**src/design/cps_params.svh**
```systemverilog
// constants for the cable power switch fault controller
`ifndef CPS_PARAMS_SVH
`define CPS_PARAMS_SVH

// ****************************************************************
// clock and timing
// ****************************************************************
`define CPS_CLK_MHZ 25
`define CPS_OCL_DEB_US 400
`define CPS_OCL_DEB_CYC (`CPS_OCL_DEB_US * `CPS_CLK_MHZ)
`define CPS_OCH_DEB_NS 5000
`define CPS_OCH_DEB_CYC (`CPS_OCH_DEB_NS * `CPS_CLK_MHZ / 1000)
`define CPS_SS_DIAG_US 500
`define CPS_SS_DIAG_CYC (`CPS_SS_DIAG_US * `CPS_CLK_MHZ)
`define CPS_MS_CYC (1000 * `CPS_CLK_MHZ)
`define CPS_STG_WINDOW_MS 8'h08
`define CPS_STG_WAIT_MS 8'h10
`define CPS_DISCHARGE_MS 8'h01
`define CPS_FAULT_LIMIT 2'h3

// ****************************************************************
// current thresholds in mA
// ****************************************************************
`define CPS_OCH_LIMIT_MA 10'h2ee
`define CPS_OCL_STEP_MA 10'h032
`define CPS_OCL_MAX_MA 10'h1f4

// ****************************************************************
// register offsets
// ****************************************************************
`define CPS_ADDR_CONTROL 4'h0
`define CPS_ADDR_OCL 4'h1
`define CPS_ADDR_RETRY 4'h2
`define CPS_ADDR_STATUS 4'h3
`define CPS_ADDR_DIAG 4'h4

// ****************************************************************
// field positions
// ****************************************************************
`define CPS_CTRL_ENABLE 0
`define CPS_CTRL_ORIENT 1
`define CPS_CTRL_UV_SEL 2
`define CPS_CTRL_OC_DIS 3
`define CPS_ST_PRESENT 0
`define CPS_ST_UV 1
`define CPS_ST_ROV 2
`define CPS_ST_OC 3
`define CPS_ST_SHIELD 4
`define CPS_ST_ALERT 5
`define CPS_ST_SUPPLY_LOW 6

// ****************************************************************
// reset values
// ****************************************************************
`define CPS_CONTROL_RESET 4'h0
`define CPS_OCL_RESET 4'h0
`define CPS_RETRY_RESET 8'h10

`endif

```
**src/design/cps_pkg.sv**
```systemverilog
// types shared by the cable power switch fault controller
package cps_pkg;

  typedef enum logic [3:0] {
    ST_IDLE = 4'b0000,
    ST_CHECK = 4'b0001,
    ST_STG_WINDOW = 4'b0010,
    ST_STG_WAIT = 4'b0011,
    ST_SOFTSTART = 4'b0100,
    ST_ON = 4'b0101,
    ST_REV_OV = 4'b0110,
    ST_RETRY_WAIT = 4'b0111,
    ST_DISCHARGE = 4'b1000
  } cps_state_type;

  typedef struct packed {
    cps_state_type state;
    logic chan;
    logic [14:0] cyc;
    logic [7:0] ms;
    logic [1:0] fcount;
    logic cause_oc;
    logic cause_rov;
    logic enable;
    logic orient;
    logic uv_sel;
    logic oc_dis;
    logic [3:0] ocl_sel;
    logic [7:0] retry;
    logic present;
    logic uv_flag;
    logic rov_flag;
    logic oc_latched;
    logic shield;
    logic alert;
    logic [7:0] rdata;
  } cps_regs_type;

  typedef struct packed {
    logic [13:0] count;
    logic fault;
  } debounce_regs_type;

endpackage

```
**src/design/cable_power_switch_fault_ctrl.sv**
```systemverilog
// cable power switch sequencing, short check and fault handling
// Function
// [RULE1] low overcurrent limit 50-500mA, 400us debounce
// [RULE2] fixed 750mA overcurrent limit, 5us debounce
// [RULE3] host programs limits, orientation, then enables
// [RULE4] undervoltage level select, 3.05V after reset
// [RULE5] diag current, pin ok, soft-start, present flag
// [RULE6] short check on every start and restart
// [RULE7] short seen: 8ms diag window, rise proceeds
// [RULE8] window fails: 16ms off, then check again
// [RULE9] reverse overvoltage opens switch, flag while present
// [RULE10] reverse overvoltage cleared: restart after retry interval
// [RULE11] only overcurrent and undervoltage are retried
// [RULE12] three consecutive faults drive alert low
// [RULE13] overcurrent: third fault latches, retry, shield flag
// [RULE14] host clears latched overcurrent flag, then disables
// [RULE15] overcurrent detect disable suppresses overcurrent faults
// [RULE16] undervoltage opens switch, restarts through startup
// [RULE17] third undervoltage sets flag, retry, counter reset
// [RULE18] disable bit hides only undervoltage reporting; code masks it with oc_dis, which also suppresses overcurrent faults
// [RULE19] every disable discharges pin for 1ms; a disable while still in ST_IDLE gives no discharge
// [RULE20] fault counter clears on disable or clean start
`timescale 1ns/10ps
`include "cps_params.svh"
module cable_power_switch_fault_ctrl #(
  parameter int unsigned OCL_DEB_CYC = `CPS_OCL_DEB_CYC,
  parameter int unsigned SS_DIAG_CYC = `CPS_SS_DIAG_CYC,
  parameter int unsigned MS_CYC = `CPS_MS_CYC
)
(
  // clock, reset, enable
  input wire logic ref_clk,
  input wire logic reset,
  input wire logic clk_en,
  // register port
  input wire logic [3:0] reg_addr,
  input wire logic [7:0] reg_wdata,
  input wire logic reg_write,
  input wire logic reg_read,
  output logic [7:0] reg_rdata,
  // monitors
  input wire logic [9:0] load_current_ma,
  input wire logic [1:0] cc_above_stg,
  input wire logic supply_below_high,
  input wire logic supply_below_low,
  input wire logic reverse_ov,
  // per-channel drives, bit 0 is the first protected_cc_pin
  output logic [1:0] switch_on,
  output logic [1:0] diag_current_on,
  output logic [1:0] discharge_on,
  output logic alert_n
);
  import cps_pkg::*;

  cps_regs_type cur;
  cps_regs_type nx;
  logic tick;
  logic switch_closed;
  logic over_low;
  logic over_high;
  logic ocl_fault;
  logic och_fault;
  logic oc_fault;
  logic uv_now;
  logic cc_ok;
  logic [7:0] status_byte;

  // ****************************************************************
  // helpers
  // ****************************************************************
  function automatic logic [9:0] ocl_ma(input logic [3:0] sel);
    logic [9:0] ma;
    ma = 10'({6'h00, sel} + 10'h001) * `CPS_OCL_STEP_MA;
    // codes above the top step saturate
    if (sel > 4'h9)
    begin
      ma = `CPS_OCL_MAX_MA;
    end
    return ma;
  endfunction

  function automatic logic [1:0] chan_sel(input logic chan, input logic on);
    return on ? (chan ? 2'b10 : 2'b01) : 2'b00;
  endfunction

  // ****************************************************************
  // monitors and debounce
  // ****************************************************************
  assign switch_closed = (cur.state == ST_SOFTSTART) || (cur.state == ST_ON);
  assign over_low = load_current_ma > ocl_ma(cur.ocl_sel); // RULE1
  assign over_high = load_current_ma > `CPS_OCH_LIMIT_MA; // RULE2
  assign uv_now = cur.uv_sel ? supply_below_high : supply_below_low; // RULE4
  assign cc_ok = cc_above_stg[cur.chan];
  assign oc_fault = (ocl_fault || och_fault) && !cur.oc_dis; // RULE15

  ocp_debounce #(
    .CYCLES(OCL_DEB_CYC)
  ) low_debounce (
    .ref_clk(ref_clk),
    .reset(reset),
    .clk_en(clk_en),
    .level(switch_closed && !cur.oc_dis && over_low), // RULE1
    .fault(ocl_fault)
  );

  ocp_debounce #(
    .CYCLES(`CPS_OCH_DEB_CYC)
  ) high_debounce (
    .ref_clk(ref_clk),
    .reset(reset),
    .clk_en(clk_en),
    .level(switch_closed && !cur.oc_dis && over_high), // RULE2
    .fault(och_fault)
  );

  // ****************************************************************
  // registers and sequencer
  // ****************************************************************
  always_comb
  begin
    status_byte = '0;
    status_byte[`CPS_ST_PRESENT] = cur.present;
    status_byte[`CPS_ST_UV] = cur.uv_flag && !cur.oc_dis; // RULE18
    status_byte[`CPS_ST_ROV] = cur.rov_flag;
    status_byte[`CPS_ST_OC] = cur.oc_latched;
    status_byte[`CPS_ST_SHIELD] = cur.shield;
    status_byte[`CPS_ST_ALERT] = cur.alert;
    status_byte[`CPS_ST_SUPPLY_LOW] = uv_now;
  end

  always_comb
  begin
    nx = cur;
    tick = cur.cyc == 15'(MS_CYC - 1);
    nx.cyc = tick ? 15'h0000 : cur.cyc + 15'h0001;
    if (tick)
    begin
      nx.ms = cur.ms + 8'h01;
    end
    nx.rov_flag = reverse_ov; // RULE9
    if (!uv_now)
    begin
      nx.uv_flag = 1'b0;
    end
    // software clears go first so a same-cycle hardware set wins
    if (reg_write)
    begin
      case (reg_addr)
        `CPS_ADDR_CONTROL:
        begin
          nx.enable = reg_wdata[`CPS_CTRL_ENABLE];
          nx.orient = reg_wdata[`CPS_CTRL_ORIENT];
          nx.uv_sel = reg_wdata[`CPS_CTRL_UV_SEL];
          nx.oc_dis = reg_wdata[`CPS_CTRL_OC_DIS];
        end
        `CPS_ADDR_OCL: nx.ocl_sel = reg_wdata[3:0];
        `CPS_ADDR_RETRY: nx.retry = reg_wdata;
        `CPS_ADDR_STATUS:
        begin
          nx.oc_latched = cur.oc_latched && !reg_wdata[`CPS_ST_OC]; // RULE14
          nx.shield = cur.shield && !reg_wdata[`CPS_ST_SHIELD];
          nx.alert = cur.alert && !reg_wdata[`CPS_ST_ALERT];
        end
        default:
        begin
        end
      endcase
    end
    nx.rdata = 8'h00;
    if (reg_read)
    begin
      case (reg_addr)
        `CPS_ADDR_CONTROL: nx.rdata = {4'h0, cur.oc_dis, cur.uv_sel, cur.orient, cur.enable};
        `CPS_ADDR_OCL: nx.rdata = {4'h0, cur.ocl_sel};
        `CPS_ADDR_RETRY: nx.rdata = cur.retry;
        `CPS_ADDR_STATUS: nx.rdata = status_byte;
        `CPS_ADDR_DIAG: nx.rdata = {cur.state, 2'b00, cur.fcount};
        default: nx.rdata = 8'h00;
      endcase
    end
    case (cur.state)
      ST_IDLE:
      begin
        nx.fcount = 2'h0; // RULE20
        if (cur.enable && !uv_now)
        begin
          nx.chan = cur.orient;
          nx.state = ST_CHECK;
        end
      end
      ST_CHECK:
      begin
        if (!uv_now && cc_ok)
        begin
          nx.state = ST_SOFTSTART; // RULE5 RULE6
        end
        else if (!uv_now)
        begin
          nx.state = ST_STG_WINDOW; // RULE7
        end
      end
      ST_STG_WINDOW:
      begin
        if (cc_ok)
        begin
          nx.state = ST_SOFTSTART; // RULE7
        end
        else if (cur.ms == `CPS_STG_WINDOW_MS)
        begin
          nx.state = ST_STG_WAIT; // RULE8
        end
      end
      ST_STG_WAIT:
      begin
        if (cur.ms == `CPS_STG_WAIT_MS)
        begin
          nx.state = ST_CHECK; // RULE8
        end
      end
      ST_SOFTSTART, ST_ON:
      begin
        if (reverse_ov)
        begin
          // not a retried fault, counter left alone
          nx.state = ST_REV_OV; // RULE9 RULE11
        end
        else if (oc_fault || uv_now)
        begin
          nx.cause_oc = oc_fault;
          nx.cause_rov = 1'b0;
          if (cur.fcount == `CPS_FAULT_LIMIT - 2'h1)
          begin
            nx.fcount = `CPS_FAULT_LIMIT;
            nx.alert = 1'b1; // RULE12
            nx.oc_latched = nx.oc_latched || oc_fault; // RULE13
            nx.uv_flag = !oc_fault || nx.uv_flag; // RULE17
            nx.state = ST_RETRY_WAIT;
          end
          else
          begin
            nx.fcount = cur.fcount + 2'h1; // RULE11
            nx.state = ST_CHECK; // RULE13 RULE16
          end
        end
        else if (cur.state == ST_SOFTSTART && cur.cyc == 15'(SS_DIAG_CYC - 1))
        begin
          nx.fcount = 2'h0; // RULE20
          nx.state = ST_ON; // RULE5
        end
      end
      ST_REV_OV:
      begin
        if (!reverse_ov)
        begin
          nx.cause_rov = 1'b1;
          nx.state = ST_RETRY_WAIT; // RULE10
        end
      end
      ST_RETRY_WAIT:
      begin
        if (cur.ms >= cur.retry)
        begin
          if (!cur.cause_rov)
          begin
            nx.fcount = 2'h0; // RULE17
            nx.shield = cur.cause_oc || nx.shield; // RULE13
          end
          nx.state = ST_CHECK; // RULE6 RULE10
        end
      end
      ST_DISCHARGE:
      begin
        if (cur.ms == `CPS_DISCHARGE_MS)
        begin
          nx.state = ST_IDLE;
        end
      end
      default: nx.state = ST_IDLE;
    endcase
    // disable wins over every sequence step
    if (!cur.enable && cur.state != ST_IDLE && cur.state != ST_DISCHARGE)
    begin
      nx.fcount = 2'h0; // RULE20
      nx.state = ST_DISCHARGE; // RULE19
    end
    nx.present = nx.state == ST_ON; // RULE5
    if (nx.state != cur.state)
    begin
      nx.cyc = 15'h0000;
      nx.ms = 8'h00;
    end
  end

  always_ff @(posedge ref_clk)
  begin
    if (reset)
    begin
      cur <= '0;
      cur.state <= ST_IDLE;
      {cur.oc_dis, cur.uv_sel, cur.orient, cur.enable} <= `CPS_CONTROL_RESET; // RULE4
      cur.ocl_sel <= `CPS_OCL_RESET;
      cur.retry <= `CPS_RETRY_RESET;
    end
    else if (clk_en)
    begin
      cur <= nx;
    end
  end

  // ****************************************************************
  // outputs
  // ****************************************************************
  assign switch_on = chan_sel(cur.chan, switch_closed); // RULE6
  assign diag_current_on = chan_sel(cur.chan, cur.state == ST_CHECK ||
    cur.state == ST_STG_WINDOW || cur.state == ST_SOFTSTART || cur.state == ST_REV_OV);
  assign discharge_on = chan_sel(cur.chan, cur.state == ST_DISCHARGE); // RULE19
  assign alert_n = !cur.alert; // RULE12
  assign reg_rdata = cur.rdata;
endmodule

```
**src/design/ocp_debounce.sv**
```systemverilog
// debounce of one overcurrent comparator level
`timescale 1ns/10ps
module ocp_debounce #(
  parameter int unsigned CYCLES = 125
)
(
  // clock and reset
  input wire logic ref_clk,
  input wire logic reset,
  input wire logic clk_en,
  // level in, fault pulse out
  input wire logic level,
  output logic fault
);
  import cps_pkg::*;

  debounce_regs_type cur;
  debounce_regs_type nx;

  always_comb
  begin
    nx = cur;
    nx.fault = 1'b0;
    if (!level)
    begin
      nx.count = '0;
    end
    else if (cur.count == 14'(CYCLES - 1))
    begin
      // restart so a held excess keeps reporting every period
      nx.count = '0;
      nx.fault = 1'b1;
    end
    else
    begin
      nx.count = cur.count + 14'h0001;
    end
  end

  always_ff @(posedge ref_clk)
  begin
    if (reset)
    begin
      cur <= '0;
    end
    else if (clk_en)
    begin
      cur <= nx;
    end
  end

  assign fault = cur.fault;

endmodule

```
**config.mk**
```make
export PLATFORM = sky130hd
export DESIGN_NAME = cable_power_switch_fault_ctrl
export DESIGN_NICKNAME = d
export VERILOG_FILES = /design/src/design/cps_pkg.sv /design/src/design/cable_power_switch_fault_ctrl.sv /design/src/design/ocp_debounce.sv
export VERILOG_INCLUDE_DIRS = /design/src /design/src/design
export SDC_FILE = /design/constraint.sdc
export NUM_CORES = 1
export LEC_CHECK = 0
export ABC_AREA = 1
export BUFFER_PORTS_ARGS = -buffer_cell sky130_fd_sc_hd__buf_4
export CORE_MARGIN = 1.5
export CORE_UTILIZATION = 40
export CTS_BUF_LIST = sky130_fd_sc_hd__clkbuf_2
export DETAILED_ROUTE_END_ITERATION = 7
export PLACE_DENSITY = 0.58
export RECOVER_POWER = 100
export SETUP_SLACK_MARGIN = 0.2
export SYNTH_ARGS = -nofsm -noshare
export SYNTH_HDL_FRONTEND = slang
export SYNTH_SLANG_ARGS = --single-unit
```
**constraint.sdc**
```tcl
create_clock -name ref_clk -period 4.1 [get_ports ref_clk]
set_clock_uncertainty 0.05 [all_clocks]
set_input_delay 0.41 -clock ref_clk [delete_from_list [all_inputs] [get_ports ref_clk]]
set_output_delay 0.41 -clock ref_clk [all_outputs]
set_load 0.03 [all_outputs]
```
==> results_dict.tcl <==
set metrics [dict create \
    ff2ff_path_depth 22 \
    min_path_type "in2reg" \
    violations "capacitance limit, slew limit" \
    min_period_ps 3790 \
    slew_headroom -0.309 \
    wl_per_cell_um 13.4 \
    worstPathRequired_ps 4560 \
    vdd_drop_max_uv 150 \
    grt_pass1_vias 5058 \
    path_clk_slew_ps 260 \
    final_cell_mix "nand2_1, inv_1, nor2_1" \
    synth_ff_type "dfxtp_1" \
    drv_slew 40 \
    drtIter0Drc 256 \
    post-dp-hpwl_mm 10.9 \
    crit_fanout 5 \
    clock_latency_ps 600 \
    tightest_slew_ps 1960 \
    yosysWarningCount 0 \
    fin_crit_sh 0.926 \
    post_dp_cell_area_um2 6460 \
    area_growth_pct 12.5 \
    fmax_mhz 264 \
    netlist_area_um2 5990 \
    end_kind "flip-flop" \
    vias_per_cell 4.90 \
    final_area_um2 6740 \
    drt_first_pass_iters 4 \
    p_leak_uw 0.00268 \
    synth_edf_count 0 \
    worstSetupPathType "reg2reg" \
    rsz0062_at_grt "yes" \
    grt_usage 0.190 \
    cts_made_buffers 9 \
    die_y_um 125 \
    dr_total_vias 5446 \
    rows 44 \
    syn_nets 951 \
    ios 47 \
    nets 993 \
    cap_violations 1 \
    wl_mm 14.8 \
    seq_area_frac_synth 0.307 \
    initial_core_util 0.411 \
    grt_max_degree 45 \
    cts.sinks 92 \
    powerDensity_nw_per_um2 253 \
    drive_gt1_frac 0.133 \
    drcViolationCount 0 \
    fillers 1541 \
    postSynth.asyncResetShare 0 \
    die_area_um2 15700 \
    netlist_instances 878 \
    ant_nets 0 \
    synth-seq-cells 92 \
    cts_tree "yes" \
    status "complete, but fails checks" \
    synth_cell_types 46 \
    cts.htree.levels 3 \
    clk_path_buf_depth 2 \
    setup_viol 0 \
    coreArea_um2 14600 \
    gp_congestion 0.869 \
    port-buffer-count 46 \
    finalHoldViolCount 0 \
    fp.dieW_um 125 \
    tns_ps 0 \
    hold_depth 3 \
    final_common_cell "nand2_1" \
    cts-root-buf "clkbuf_2" \
    postSynthAreaPerCell_um2 6.82 \
    grt-ovfl-total 0 \
    start_kind "flip-flop" \
    antenna_found_initial 1 \
    crit_arrival_ps 4250 \
    grt_first_pass_wirelength_mm 24.5 \
]
-- flip-flops by register name (all words and copies together) (netlist names) --
name	cells
cur	54
high_debounce.cur	14
high_debounce.fault	1
low_debounce.cur	14
low_debounce.fault	1
reg_rdata	8
-- Yosys cell counts, drive strengths merged (2+ instances only) --
| cell type | number | area [um2] |
|---|---|---|
| nand2 | 182 | 728 |
| inv | 118 | 443 |
| nor2 | 118 | 553 |
| dfxtp | 92 | 1840 |
| a21oi | 74 | 370 |
| nand3 | 66 | 343 |
| o21ai | 41 | 205 |
| ha | 40 | 500 |
| xor2 | 28 | 245 |
| nor3 | 26 | 130 |
| nand4 | 18 | 113 |
| buf | 16 | 124 |
| clkbuf | 14 | 52.6 |
| nor4 | 8 | 50.1 |
| xnor2 | 5 | 43.8 |
| a211oi | 3 | 22.5 |
| a31oi | 3 | 18.8 |
| o221ai | 3 | 26.3 |
| clkinv | 2 | 7.51 |
| nor3b | 2 | 15.0 |
| o2111ai | 2 | 17.5 |
| o21a | 2 | 15.0 |
| o22ai | 2 | 12.5 |
| or2 | 2 | 12.5 |
-- metrics by stage --
step	hold WS, ps	total power (uW)	cells	setup WS, ps	utilization
global route	1.61	1810	1111	45.0	0.462
global placement	405	1280	1087	158	0.443
CTS	3.13	1740	1106	213	0.456
detailed placement	407	1280	1087	5.15	0.443
finish	45.8	1710	1111	305	0.462
floorplan	394	1200	878	225	-
-- routing by layer --
| layer | vias to the layer above | global-route usage | wire length [um] |
|---|---|---|---|
| li1 | 2941 | - | - |
| met1 | 2422 | 0.257 | 7430 |
| met2 | 65 | 0.300 | 6660 |
| met3 | 18 | 0.0415 | 459 |
| met4 | 0 | 0.0628 | 295 |
| met5 | - | 0 | 0 |
-- cells by family (layout without fill, tap and decap cells) --
| kind of cell | Yosys count | count (layout) | synth area share |
|---|---|---|---|
| adder cells (fa/ha/maj) | 41 | 41 | 0.0869 |
| flip-flops | 92 | 92 | 0.307 |
| AND/OR/NAND/NOR | 424 | 424 | 0.327 |
| AO/OA/AOI/OAI | 138 | 138 | 0.126 |
| XOR/XNOR | 33 | 33 | 0.0482 |
| other | 0 | 2 | 0 |
| buffers and inverters | 150 | 197 | 0.105 |
-- path summary, 6_finish.rpt --
path / from / to / slack (ps)
hold reg to reg: low_debounce.cur[4] / low_debounce.cur[4] / 430
setup reg to reg: cur[23] / low_debounce.cur[4] / 310
setup / recovery: cur[23] / low_debounce.cur[4] / 310
hold / removal: reverse_ov / cur[11] / 50
-- report_power, final --
| part | internal (uW) | switching [uW] | leakage, uW |
|---|---|---|---|
| Combinational | 112 | 206 | 0.00187 |
| Sequential | 915 | 23.0 | 0.000746 |
| Clock | 137 | 313 | 0.0000668 |
-- repair_timing --
| action | CTS | global route |
|---|---|---|
| hold buffers | 3 | 0 |
| gates cloned | 0 | 1 |
| setup endpoints to repair | 14 | 14 |
| setup buffers | 0 | 2 |
| resized for setup | 10 | 38 |
| endpoints found under the hold margin | 3 | 0 |
| pin swaps | 1 | 18 |
-- worst max-delay path: stages (launching register included) --
cell and delay, ps:
dfxtp_4 420, ha_4 180, xor2_4 220, ha_4 230, ha_4 260, inv_1 50, fa_2 380, inv_2 90
a31oi_4 100, a21oi_2 130, o21ai_2 70, ha_1 300, nand4_1 80, inv_1 80, nand4_1 100, o211ai_1 200
nand2_1 70, nor2_1 180, nand2_2 130, inv_2 100, buf_6 120, nand3_2 50, a21oi_1 120
-- area by class of cell --
| type | instances | area, um2 | area share |
|---|---|---|---|
| well taps | 184 | 230 | 0.0342 |
| flip-flops and latches | 92 | 1850 | 0.275 |
| diodes | 2 | 5.00 | 0.000743 |
| clock inverters | 6 | 55.1 | 0.00817 |
| clock buffers | 10 | 50.0 | 0.00743 |
| repair buffers | 61 | 424 | 0.0629 |
| multi-input cells | 636 | 3670 | 0.545 |
| inverters | 120 | 450 | 0.0668 |
(Power assumes the default switching activity.)
